--- config.mk ---
export PLATFORM = sky130hd
export DESIGN_NAME = meter_event_status_flags
export DESIGN_NICKNAME = d
export VERILOG_FILES = /design/src/pkg/meter_flags_pkg.sv /design/src/logic/phase_order_check.sv /design/src/logic/meter_event_status_flags.sv
export SDC_FILE = /design/constraint.sdc
export NUM_CORES = 1
export LEC_CHECK = 0
export BUFFER_PORTS_ARGS = -buffer_cell sky130_fd_sc_hd__buf_2
export CAP_MARGIN = 20
export CORE_MARGIN = 5
export CORE_UTILIZATION = 42
export DETAILED_ROUTE_END_ITERATION = 10
export HOLD_SLACK_MARGIN = 0.06
export PLACE_DENSITY = 0.69
export SLEW_MARGIN = 20
export SYNTH_ARGS = -nofsm -noshare
export SYNTH_HDL_FRONTEND = slang
export SYNTH_HIERARCHICAL = 1
export SYNTH_SLANG_ARGS = --single-unit
--- constraint.sdc ---
create_clock -name core_clk -period 2.8 [get_ports core_clk]
set_input_delay 0.14 -clock core_clk [delete_from_list [all_inputs] [get_ports core_clk]]
set_output_delay 0.14 -clock core_clk [all_outputs]
set_load 0.02 [all_outputs]
--- src/pkg/meter_flags_pkg.sv ---
// constants and carrier types for the meter event status block
package meter_flags_pkg;

  // ---------------------------------------------------------------
  // bus and register indices (byte address = 4 * index)
  // ---------------------------------------------------------------
  localparam int          ADDR_W          = 18;
  localparam int          IDX_W           = 16;
  localparam int          WORD_LSB        = 2;
  localparam logic [15:0] IDX_STATUS      = 16'he503;
  localparam logic [15:0] IDX_MASK        = 16'he50b;
  localparam logic [15:0] IDX_PHASE_IDLE  = 16'he608;
  localparam logic [15:0] IDX_PHASE_EVENT = 16'he600;
  localparam logic [15:0] IDX_CURR_PEAK   = 16'he500;
  localparam logic [15:0] IDX_VOLT_PEAK   = 16'he501;
  localparam logic [15:0] IDX_THRESHOLD   = 16'he52a;
  localparam logic [15:0] IDX_CONFIG      = 16'he618;

  // ---------------------------------------------------------------
  // status bit positions
  // ---------------------------------------------------------------
  localparam int B_TOTAL_IDLE   = 0;
  localparam int B_FUND_IDLE    = 1;
  localparam int B_APP_IDLE     = 2;
  localparam int B_ZX_TIMEOUT   = 3;
  localparam int B_ZX_SEEN      = 9;
  localparam int B_RESET_DONE   = 15;
  localparam int B_SAG          = 16;
  localparam int B_HIGH_CURR    = 17;
  localparam int B_HIGH_VOLT    = 18;
  localparam int B_ORDER_ERR    = 19;
  localparam int B_IMBALANCE    = 20;
  localparam int B_CURR_PEAK    = 23;
  localparam int B_VOLT_PEAK    = 24;
  localparam logic [31:0] STATUS_RESET = 32'h0020_8000;
  localparam logic [31:0] FLAG_MASK    = 32'h019f_ffff;
  localparam logic [31:0] RSVD_ONES    = 32'h0020_0000;

  // ---------------------------------------------------------------
  // phase register layouts and widths
  // ---------------------------------------------------------------
  localparam int P_TOTAL_IDLE = 0;
  localparam int P_FUND_IDLE  = 3;
  localparam int P_APP_IDLE   = 6;
  localparam int P_HIGH_CURR  = 3;
  localparam int P_HIGH_VOLT  = 9;
  localparam int P_SAG        = 12;
  localparam int PEAK_W       = 27;
  localparam int MAG_W        = 24;
  localparam int CFG_SOFTWARE_RESET_BIT    = 7;

  // power states, normal first
  typedef enum logic [1:0] {
    normal_power_state, reduced_power_state_one,
    reduced_power_state_two, sleep_power_state
  } pwr_state_t;

  // event pulses from the measurement datapath
  typedef struct packed {
    logic [2:0]        total_idle_phases;
    logic [2:0]        fundamental_idle_phases;
    logic [2:0]        apparent_idle_phases;
    logic [5:0]        crossing_timeout;
    logic [5:0]        crossing_seen;
    logic [2:0]        volt_rise;
    logic [2:0]        sag_phases;
    logic [2:0]        high_current_phases;
    logic [2:0]        high_voltage_phases;
    logic              current_peak_done;
    logic              voltage_peak_done;
    logic [PEAK_W-1:0] current_peak;
    logic [PEAK_W-1:0] voltage_peak;
  } event_in_t;

  // software visible contents
  typedef struct packed {
    logic [31:0]       status;
    logic [31:0]       mask;
    logic [8:0]        phase_idle;
    logic [14:0]       phase_event;
    logic [PEAK_W-1:0] curr_peak;
    logic [PEAK_W-1:0] volt_peak;
    logic [MAG_W-1:0]  threshold;
  } regs_t;

  localparam regs_t REGS_RESET = '{status: STATUS_RESET, default: '0};

  // whole state of the top module
  typedef struct packed {
    regs_t       regs;
    logic [1:0]  prev_pwr;
    logic        waitreq;
    logic [31:0] readdata;
    logic        irq_n;
  } top_state_t;

  // phase order checker states
  typedef enum logic {order_idle, order_wait} order_state_t;

  typedef struct packed {
    order_state_t st;
    logic         err;
  } order_t;

endpackage

--- src/logic/phase_order_check.sv ---
// phase sequence checker on rising voltage crossings
`timescale 1ns/1ps
module phase_order_check (
  input  wire logic       core_clk,
  input  wire logic       nrst,
  input  wire logic [2:0] volt_rise,
  output logic            order_err
);

  meter_flags_pkg::order_t s_q;
  meter_flags_pkg::order_t s_d;

  // --------------------------------------------------
  // after phase a, the next rising edge must be b
  // --------------------------------------------------
  always_comb begin
    s_d     = s_q;
    s_d.err = 1'b0;
    case (s_q.st)
      meter_flags_pkg::order_idle: begin
        if (volt_rise[0]) begin
          s_d.st = meter_flags_pkg::order_wait;
        end
      end
      meter_flags_pkg::order_wait: begin
        if (volt_rise[2] && !volt_rise[1]) begin
          s_d.err = 1'b1;
          s_d.st  = meter_flags_pkg::order_idle;
        end else if (volt_rise[1]) begin
          s_d.st = meter_flags_pkg::order_idle;
        end
      end
      default: s_d.st = meter_flags_pkg::order_idle;
    endcase
  end

  // state register
  always_ff @(posedge core_clk or negedge nrst) begin
    if (!nrst) begin
      s_q <= '{st: meter_flags_pkg::order_idle, err: 1'b0};
    end else begin
      s_q <= s_d;
    end
  end

  assign order_err = s_q.err;

  a_order_err_c: assert property (@(posedge core_clk) disable iff (!nrst)
    (s_q.st == meter_flags_pkg::order_wait && volt_rise == 3'b100) |=> order_err)
    else $error("c after a not flagged");

endmodule // phase_order_check

--- src/logic/meter_event_status_flags.sv ---
// second event status register with interrupt and register slave
`timescale 1ns/1ps
// Contract
// - bit 0: total power no-load, phases
// - bit 1: fundamental no-load, phases, variant zero
// - bit 2: apparent power no-load, phases
// - bits 3-8: missing crossing per signal
// - bits 9-14: crossing detected per signal
// - bit 15 reset complete after any reset
// - reset complete drives interrupt low unmaskable
// - bit 16 sag with phases
// - bit 17 overcurrent with phases
// - bit 18 overvoltage with phases
// - bit 19 phase a then c error
// - bit 20 neutral mismatch over threshold
// - bit 21 one, 22 and 31:25 zero
// - bit 23 current peak period ended
// - bit 24 voltage peak period ended
module meter_event_status_flags #(
  parameter bit HAS_FUNDAMENTAL = 1'b1,
  parameter bit HAS_NEUTRAL     = 1'b1
) (
  input  wire logic                                core_clk,
  input  wire logic                                nrst,
  input  wire logic [meter_flags_pkg::ADDR_W-1:0]  avs_address,
  input  wire logic                                avs_read,
  input  wire logic                                avs_write,
  input  wire logic [31:0]                         avs_writedata,
  input  wire logic [3:0]                          avs_byteenable,
  output logic [31:0]                              avs_readdata,
  output logic                                     avs_waitrequest,
  input  wire meter_flags_pkg::event_in_t          events,
  input  wire logic [meter_flags_pkg::MAG_W-1:0]   summed_phase_current,
  input  wire logic [meter_flags_pkg::MAG_W-1:0]   neutral_current_sample,
  input  wire logic                                magnitude_valid,
  input  wire meter_flags_pkg::pwr_state_t         power_state,
  output logic                                     second_interrupt_pin_n
);

  // ---------------------------------------------------------------
  // helpers
  // ---------------------------------------------------------------

  // byte enables widened to a bit mask
  function automatic logic [31:0] lane_mask(input logic [3:0] be);
    return {{8{be[3]}}, {8{be[2]}}, {8{be[1]}}, {8{be[0]}}};
  endfunction

  // magnitude of a difference without wrap
  function automatic logic [meter_flags_pkg::MAG_W-1:0] abs_diff(
    input logic [meter_flags_pkg::MAG_W-1:0] a,
    input logic [meter_flags_pkg::MAG_W-1:0] b);
    return (a > b) ? (a - b) : (b - a);
  endfunction

  meter_flags_pkg::top_state_t s_q;
  meter_flags_pkg::top_state_t s_d;
  logic                        order_err;
  logic [31:0]                 set_vec;
  logic [31:0]                 clr_vec;
  logic [31:0]                 wmask;
  logic [meter_flags_pkg::IDX_W-1:0] idx;
  logic                        bus_req;
  logic                        accept;
  logic                        restart;
  logic                        imbalance;

  // ---------------------------------------------------------------
  // phase sequence checker
  // ---------------------------------------------------------------
  phase_order_check u_order (
    .core_clk  (core_clk),
    .nrst      (nrst),
    .volt_rise (events.volt_rise),
    .order_err (order_err)
  );

  // bus decode; the request is taken on the edge where waitrequest is low
  assign bus_req = avs_read | avs_write;
  assign accept  = bus_req & ~s_q.waitreq;
  assign idx     = avs_address[meter_flags_pkg::ADDR_W-1:meter_flags_pkg::WORD_LSB];
  assign wmask   = lane_mask(avs_byteenable);

  assign imbalance = HAS_NEUTRAL & magnitude_valid &
    (abs_diff(summed_phase_current, neutral_current_sample) > s_q.regs.threshold);

  // ---------------------------------------------------------------
  // event collection into one set vector
  // ---------------------------------------------------------------
  always_comb begin
    set_vec = '0;
    set_vec[meter_flags_pkg::B_TOTAL_IDLE] = |events.total_idle_phases;
    set_vec[meter_flags_pkg::B_FUND_IDLE]  = HAS_FUNDAMENTAL &
                                             (|events.fundamental_idle_phases);
    set_vec[meter_flags_pkg::B_APP_IDLE]   = |events.apparent_idle_phases;
    set_vec[meter_flags_pkg::B_ZX_TIMEOUT +: 6] = events.crossing_timeout;
    set_vec[meter_flags_pkg::B_ZX_SEEN +: 6]    = events.crossing_seen;
    set_vec[meter_flags_pkg::B_SAG]        = |events.sag_phases;
    set_vec[meter_flags_pkg::B_HIGH_CURR]  = |events.high_current_phases;
    set_vec[meter_flags_pkg::B_HIGH_VOLT]  = |events.high_voltage_phases;
    set_vec[meter_flags_pkg::B_ORDER_ERR]  = order_err;
    set_vec[meter_flags_pkg::B_IMBALANCE]  = imbalance;
    set_vec[meter_flags_pkg::B_CURR_PEAK]  = events.current_peak_done;
    set_vec[meter_flags_pkg::B_VOLT_PEAK]  = events.voltage_peak_done;
  end

  // write one to clear, masked by lanes
  assign clr_vec = (accept && avs_write && idx == meter_flags_pkg::IDX_STATUS) ?
                   (avs_writedata & wmask & meter_flags_pkg::FLAG_MASK) : '0;

  // software reset or return to normal power reloads defaults
  assign restart =
    (accept && avs_write && idx == meter_flags_pkg::IDX_CONFIG &&
     avs_byteenable[0] && avs_writedata[meter_flags_pkg::CFG_SOFTWARE_RESET_BIT]) ||
    (s_q.prev_pwr != meter_flags_pkg::normal_power_state &&
     power_state == meter_flags_pkg::normal_power_state);

  // ---------------------------------------------------------------
  // next state
  // ---------------------------------------------------------------
  always_comb begin
    s_d          = s_q;
    s_d.prev_pwr = power_state;

    // one wait cycle per request, then release
    s_d.waitreq = 1'b1;
    if (bus_req && s_q.waitreq) begin
      s_d.waitreq = 1'b0;
      case (idx)
        meter_flags_pkg::IDX_STATUS:
          s_d.readdata = (s_q.regs.status & meter_flags_pkg::FLAG_MASK) |
                         meter_flags_pkg::RSVD_ONES;
        meter_flags_pkg::IDX_MASK:        s_d.readdata = s_q.regs.mask;
        meter_flags_pkg::IDX_PHASE_IDLE:  s_d.readdata = {23'h000000, s_q.regs.phase_idle};
        meter_flags_pkg::IDX_PHASE_EVENT: s_d.readdata = {17'h00000, s_q.regs.phase_event};
        meter_flags_pkg::IDX_CURR_PEAK:   s_d.readdata = {5'h00, s_q.regs.curr_peak};
        meter_flags_pkg::IDX_VOLT_PEAK:   s_d.readdata = {5'h00, s_q.regs.volt_peak};
        meter_flags_pkg::IDX_THRESHOLD:   s_d.readdata = {8'h00, s_q.regs.threshold};
        default:                          s_d.readdata = 32'h0000_0000;
      endcase
    end

    // writable control registers
    if (accept && avs_write) begin
      case (idx)
        meter_flags_pkg::IDX_MASK:
          s_d.regs.mask = (s_q.regs.mask & ~wmask) | (avs_writedata & wmask);
        meter_flags_pkg::IDX_THRESHOLD:
          s_d.regs.threshold = (s_q.regs.threshold & ~wmask[meter_flags_pkg::MAG_W-1:0]) |
                               (avs_writedata[meter_flags_pkg::MAG_W-1:0] &
                                wmask[meter_flags_pkg::MAG_W-1:0]);
        default: ;
      endcase
    end

    // sticky flags, set wins over clear
    s_d.regs.status = ((s_q.regs.status & ~clr_vec) | set_vec) &
                      meter_flags_pkg::FLAG_MASK;

    // per-phase detail registers accumulate phases
    s_d.regs.phase_idle[meter_flags_pkg::P_TOTAL_IDLE +: 3] =
      s_q.regs.phase_idle[meter_flags_pkg::P_TOTAL_IDLE +: 3] | events.total_idle_phases;
    s_d.regs.phase_idle[meter_flags_pkg::P_FUND_IDLE +: 3] =
      s_q.regs.phase_idle[meter_flags_pkg::P_FUND_IDLE +: 3] |
      (events.fundamental_idle_phases & {3{HAS_FUNDAMENTAL}});
    s_d.regs.phase_idle[meter_flags_pkg::P_APP_IDLE +: 3] =
      s_q.regs.phase_idle[meter_flags_pkg::P_APP_IDLE +: 3] | events.apparent_idle_phases;
    s_d.regs.phase_event[meter_flags_pkg::P_HIGH_CURR +: 3] =
      s_q.regs.phase_event[meter_flags_pkg::P_HIGH_CURR +: 3] | events.high_current_phases;
    s_d.regs.phase_event[meter_flags_pkg::P_HIGH_VOLT +: 3] =
      s_q.regs.phase_event[meter_flags_pkg::P_HIGH_VOLT +: 3] | events.high_voltage_phases;
    s_d.regs.phase_event[meter_flags_pkg::P_SAG +: 3] =
      s_q.regs.phase_event[meter_flags_pkg::P_SAG +: 3] | events.sag_phases;

    // capture current peak at period end
    if (events.current_peak_done) begin
      s_d.regs.curr_peak = events.current_peak;
    end
    // capture voltage peak at period end
    if (events.voltage_peak_done) begin
      s_d.regs.volt_peak = events.voltage_peak;
    end

    // defaults reloaded, reset complete comes back set
    if (restart) begin
      s_d.regs = meter_flags_pkg::REGS_RESET;
    end

    // enabled flags hold the pin low
    s_d.irq_n = ~((|(s_d.regs.status & s_d.regs.mask)) |
                  s_d.regs.status[meter_flags_pkg::B_RESET_DONE]);
  end

  // ---------------------------------------------------------------
  // state register; reset flag and low pin come out of hardware reset
  // ---------------------------------------------------------------
  always_ff @(posedge core_clk or negedge nrst) begin
    if (!nrst) begin
      s_q <= '{regs: meter_flags_pkg::REGS_RESET, prev_pwr: 2'h0,
               waitreq: 1'b1, readdata: 32'h0000_0000, irq_n: 1'b0};
    end else begin
      s_q <= s_d;
    end
  end

  assign avs_readdata           = s_q.readdata;
  assign avs_waitrequest        = s_q.waitreq;
  assign second_interrupt_pin_n = s_q.irq_n;

  // ---------------------------------------------------------------
  // checks
  // ---------------------------------------------------------------

  a_total_idle_set: assert property (@(posedge core_clk) disable iff (!nrst)
    (|events.total_idle_phases && !restart) |=> s_q.regs.status[0])
    else $error("total no-load not flagged");

  a_fund_idle_gate: assert property (@(posedge core_clk) disable iff (!nrst)
    !HAS_FUNDAMENTAL |-> !s_q.regs.status[1])
    else $error("fundamental flag set without fundamental");

  a_timeout_lane: assert property (@(posedge core_clk) disable iff (!nrst)
    (events.crossing_timeout[2] && !restart) |=> s_q.regs.status[5])
    else $error("phase c voltage timeout not flagged");

  a_clear_one: assert property (@(posedge core_clk) disable iff (!nrst)
    (clr_vec[12] && !set_vec[12]) |=> !s_q.regs.status[12])
    else $error("write one did not clear");

  a_flag_sticky: assert property (@(posedge core_clk) disable iff (!nrst)
    (s_q.regs.status[16] && !clr_vec[16] && !restart) |=> s_q.regs.status[16])
    else $error("sag flag dropped on its own");

  a_reset_irq: assert property (@(posedge core_clk) disable iff (!nrst)
    s_q.regs.status[15] |-> !second_interrupt_pin_n)
    else $error("reset complete did not hold pin low");

  a_irq_release: assert property (@(posedge core_clk) disable iff (!nrst)
    (((s_q.regs.status & s_q.regs.mask) == '0) && !s_q.regs.status[15])
      |-> second_interrupt_pin_n)
    else $error("pin low with no enabled flag");

  a_reserved_read: assert property (@(posedge core_clk) disable iff (!nrst)
    (bus_req && s_q.waitreq && idx == meter_flags_pkg::IDX_STATUS)
      |=> (avs_readdata[22:21] == 2'b01 && avs_readdata[31:25] == 7'h00))
    else $error("reserved status bits wrong");

  a_imbalance_set: assert property (@(posedge core_clk) disable iff (!nrst)
    (imbalance && !restart) |=> s_q.regs.status[20])
    else $error("imbalance not flagged");

  a_peak_capture: assert property (@(posedge core_clk) disable iff (!nrst)
    (events.current_peak_done && !restart) |=>
      (s_q.regs.status[23] && s_q.regs.curr_peak == $past(events.current_peak)))
    else $error("current peak not captured");

  // bus answer one cycle after request, then released
  a_wait_one: assert property (@(posedge core_clk) disable iff (!nrst)
    (bus_req && avs_waitrequest) |=> !avs_waitrequest ##1 avs_waitrequest)
    else $error("waitrequest handshake wrong");

endmodule // meter_event_status_flags

[Yosys cells after proc, flatten, opt, wreduce, memory -nomap -nowiden]
Cells that the tools add are included.
Word-level totals
  register bits after elaboration: 191
  output and inout port bits: 34
  word-level logic and storage cells: 91
Operators by class
  $add $sub $neg: 2
  magnitude comparators: 2
  eq/ne operators: 8
  muxes and demuxes: 17
  bitwise operators: 25
  reduce and logical (&&, ||, !) cells: 24
Operator list (count)
  $pmux W32 S7: 1
  $mux W159: 1
  $eq A16 B16 Y1 const B: 8
  $mux W24: 3
  $and A32 B32 Y32: 2
  $mux W32: 2
  $mux W27: 2
  $and A24 B24 Y24: 2
  $gt A24 B24 Y1: 2
  $sub A24 B24 Y24: 2
  $mux W33: 1
  $and A25 B32 Y32: 1
  $not A32 Y32: 1
  $or A32 B32 Y32: 1
  $reduce_or A32 Y1: 1
  $and A25 B25 Y25: 1
  $mux W25: 1
  $not A25 Y25: 1
  $or A25 B25 Y25: 1
  $not A24 Y24: 1
  $or A24 B24 Y24: 1
  $or A3 B3 Y3: 6
  $reduce_or A3 Y1: 6
  $reduce_bool A2 Y1: 5
  10 further kinds: 25

[Longest topological paths before layout]
  word-level depth: 13
  mapped depth: 22
  gate-level depth less buffers: 21

[Modules after synthesis]
The synthesis kept the hierarchy.
By module, submodules not included
  meter_event_status_flags: instances 1, cells each 1300, area an instance 11788.8 µm², seq. area each 4682.0 µm²
  phase_order_check: instances 1, cells each 6, area an instance 76.3 µm², seq. area each 50.0 µm²

[Worst setup path after synthesis]
No wires, ideal clock.
  path type: input to register
  start: in summed_phase_current[0] (netlist bit)
  end: reg s_q[190] (netlist bit)
  arrival: 3.948 ns
  required time: 2.681 ns
  path slack: -1.267 ns
  stages: 21
  path buffers: 0
  cells stage by stage: inv_1 > ha_1 > inv_1 > fa_1 > a21o_1 > a21oi_1 > o41a_1 > o311ai_4 > o21ai_4 > mux2i_1 > a221oi_2 > o31ai_1 > xor2_1 > ha_1 > a21oi_1 > nor2_1 > a2111oi_0 > o211ai_1 > o221ai_1 > nand2_1 > and2_1
RTL lines
  start, declared: line meter_event_status_flags.sv:33  | input wire logic [meter_flags_pkg::MAG_W-1:0] summed_phase_current,
  end signal, assigned: line meter_event_status_flags.sv:199  | s_q <= '{regs: meter_flags_pkg::REGS_RESET, prev_pwr: 2'h0,
  end, declared: line meter_event_status_flags.sv:56  | meter_flags_pkg::top_state_t s_q;

==> results.yml <==
run_status:
  status: "finished with violations"
  violations: "negative setup slack"
floorplan:
  initial_utilization_pct: 42.6
  dieArea_mm2: 0.0317
  die_h_um: 178
  io_pins: 232
  num_rows: 61
  core_area_mm2: 0.0279
  die_w_um: 178
timing:
  hold_viol: 0
  max_slew_margin_pct: 51.0
  setup_ws_ns: -0.871
  worst_pin_slew_ns: 0.733
  fin_hold_ws_ns: 0.0755
  grt_setup_unrepaired: "true"
  fmax_mhz: 272
  fin_crit_ns: 3.67
  setup_viol: 2
  min_period_over_period_pct: 131
  fin_skew_ns: 0.0106
  drv_slew: 0
synth:
  ys_top_cells_by_count: "dfrtp_1, nor2_1, nand2_1, mux2i_1, inv_1"
  synthMuxAreaShare_pct: 10.8
  synthCells: 1306
  synth_warnings: 6
  synth_top_area_share_pct: 39.4
  ys_seq_area_share_pct: 39.9
  synth_edf_count: 0
  syn_area_mm2: 0.0119
  synth_compound_area_share_pct: 16.8
  synth_top_family_by_area: "compound AO/OA/AOI/OAI gates"
  synth_area_leaders: "dfrtp_1, mux2i_1, ha_1"
  yosysMostFrequentCell: "dfrtp_1"
  async_reset_ff_share_pct: 100
  synthSimpleGateAreaFrac_pct: 16.1
  synth_ff_type: "dfrtp_1"
  syn_area_per_cell_um2: 9.09
  ys_ff_latch: 189
  synthAdderAreaFrac_pct: 7.82
  ys_types: 74
  synth_top_area_cell: "dfrtp_1"
  synth_fp_nets: 1577
  synth_xor_area_share_pct: 1.62
route:
  routedLengthMet1_mm: 18.0
  routed.top_layer: "met4"
  wl_met2_mm: 20.3
  dr_wl_met3_mm: 2.93
  vias: 11938
  vias_per_cell: 5.40
  wl_mm: 42.5
  ant_nets: 0
  wl_per_cell_um: 19.2
  dr.pass1.iters: 6
  drt-initial-drc-count: 967
  drc: 0
pwr:
  p_sw_share_pct: 30.4
  power_mw: 7.46
  power_frac_comb_pct: 26.9
  power_density_mw_per_mm2: 446
  seqPwrFrac_pct: 39.8
  max-vdd-ir-drop_mv: 0.349
  intPower_mw: 5.19
  p_clk_share_pct: 33.3
  p_leak_nw: 8.29
  switching_power_mw: 2.27
global_route:
  grt_max_degree: 68
  antenna_found_initial: 2
  grt_pass1_vias: 12366
  grt_use_total_pct: 26.6
  grt-ovfl-total: 0
  grt_pass1_wl_mm: 66.2
worst_hold_path:
  min_from: "avs_write"
  holdPathEnd: "avs_readdata[19]"
  hp-class: "primary input to flop"
  worstHoldPathCells: 4
placement:
  place_congestion: 0.944
  place_area_mm2: 0.0147
  place_inst: 2045
  hpwlAfterDp_mm: 31.9
  io_buffers: 229
critical_path:
  cp_top_family: "compound AO/OA/AOI/OAI gates"
  timing.rr.end: "second_interrupt_pin_n"
  cp_slowest_cell: "a2111o_1"
  path_common_cell: "buf_4"
  cp.buffers_inverters: 3
  worst_path_largest_cell_delay_ns: 0.40
  crit_required_ns: 3.13
  end_kind: "flop"
  start_kind: "primary input"
  crit_chain: "buf_4, ha_4, inv_2, fa_2, a21o_1, a21oi_2, o41a_1, o311ai_4, buf_4, mux2i_1, a2111o_1, a211oi_2, xnor2_1, ha_1, nand2_2, nor2_1, a2111oi_2, o211ai_1, o221ai_1, nand2_1, and2_1"
  crit_arrival_ns: 4.00
  r2r_slack_ns: 0.12
  regToRegStartpoint: "avs_waitrequest"
  path_class: "primary input to flop"
  reg2regPathDepth: 11
  path_max_fanout: 3
clocking:
  cts_made_buffers: 17
  path_clk_slew_ns: 0.08
  cts-root-buf: "clkbuf_16"
  clock_path_buffers: 2
  cts_max_level: 4
  clock_sinks: 189
  cts_tree: "built"
  clkLatencyLatePin_ns: 0.44
final_layout:
  nets: 2089
  final_cells: 2211
  layout-drive-gt1-share_pct: 28.9
  fin_util_pct: 60.1
  stdcell_area_mm2: 0.0167
  syn_to_final_growth_pct: 41.0
job:
  cap_violations: 0
## final cells by class
class                   count  area, um^2
fillers                  2362       11100
diodes                      2        5.00
flip-flops and latches    189        4730
inverters                  91         354
repair buffers            584        4180
well taps                 378         473
clock inverters            12         148
clock buffers              20         457
multi-input cells         935        6390
## sequential cells by signal, summed over array words and instances (netlist names)
register and count:
avs_waitrequest 1, u_order/s_q 1, s_q 153, avs_readdata 32
second_interrupt_pin_n 1, u_order/order_err 1
## kinds of logic (layout without fill, tap and decap cells)
| kind of cell | after synthesis | in the layout |
|---|---|---|
| simple gates | 427 | 427 |
| compound gates | 286 | 286 |
| fa+ha+maj | 73 | 73 |
| flops | 189 | 189 |
| buf+inv | 182 | 707 |
| other cells | 0 | 2 |
| xor+xnor | 22 | 22 |
| mux | 127 | 127 |
## worst reg2reg max path, delay by kind of cell (launching register included)
family	cells	cell delay (ns)
compound gates	2	0.56
simple gates	6	0.99
flops	1	0.39
buf+inv	3	0.65
## cell usage in the layout, fill, tap and decap left out, types with 16 or more instances in the layout
cell,instances
buf_4,228
buf_2,226
dfrtp_1,187
nor2_1,185
nand2_1,126
dlygate4sd3_1,124
mux2i_1,119
inv_1,89
ha_1,70
o21ai_0,67
a21oi_1,59
a21o_1,31
a221oi_1,23
nor2b_1,21
clkbuf_16,17
nor3_1,16
## stage by stage
step | worst slack, ns | setup TNS (ns)
2_1_floorplan | -1.03 | -2.06
3_3_place_gp | -1.49 | -2.97
3_5_place_dp | -1.52 | -3.02
4_1_cts | -0.832 | -1.65
5_1_grt | -1.12 | -2.24
6_report | -0.871 | -1.73
## worst max-delay path by stage
stage / startpoint / endpoint / slack [ns] / depth (start not counted)
3_5_place_dp: summed_phase_current[0] / second_interrupt_pin_n / -1.52 / 23
4_1_cts: summed_phase_current[0] / second_interrupt_pin_n / -0.83 / 22
5_1_grt: summed_phase_current[0] / second_interrupt_pin_n / -1.12 / 23
2_1_floorplan: summed_phase_current[0] / s_q[190] / -1.03 / 21
6_report: neutral_current_sample[0] / s_q[190] / -0.87 / 21
3_3_place_gp: summed_phase_current[0] / s_q[190] / -1.49 / 21
## per-layer routing
layer / vias up / global-route usage, %
met1: 5697 / 35.4
met2: 545 / 44.4
li1: 5593 / -
met5: - / 0
met4: 0 / 8.83
met3: 103 / 4.37
## power groups by stage
stage	combinational, mW	clock [mW]	sequential, mW
3_3_place_gp	1.73	0	3.01
2_1_floorplan	0.935	0	2.98
6_report	2.01	2.48	2.97
5_1_grt	2.20	2.62	2.98
4_1_cts	1.95	2.50	2.96
3_5_place_dp	1.75	0	3.02
## repair_timing
| action | in CTS | in global routing |
|---|---|---|
| buffers inserted | 4 | 4 |
| pin swaps | 5 | 5 |
| hold endpoints to repair | 197 | 0 |
| endpoints found under the setup margin | 2 | 2 |
| hold buffers | 124 | 0 |
| gates resized for setup | 13 | 10 |
Note: power is estimated with default switching activity, not from simulation.
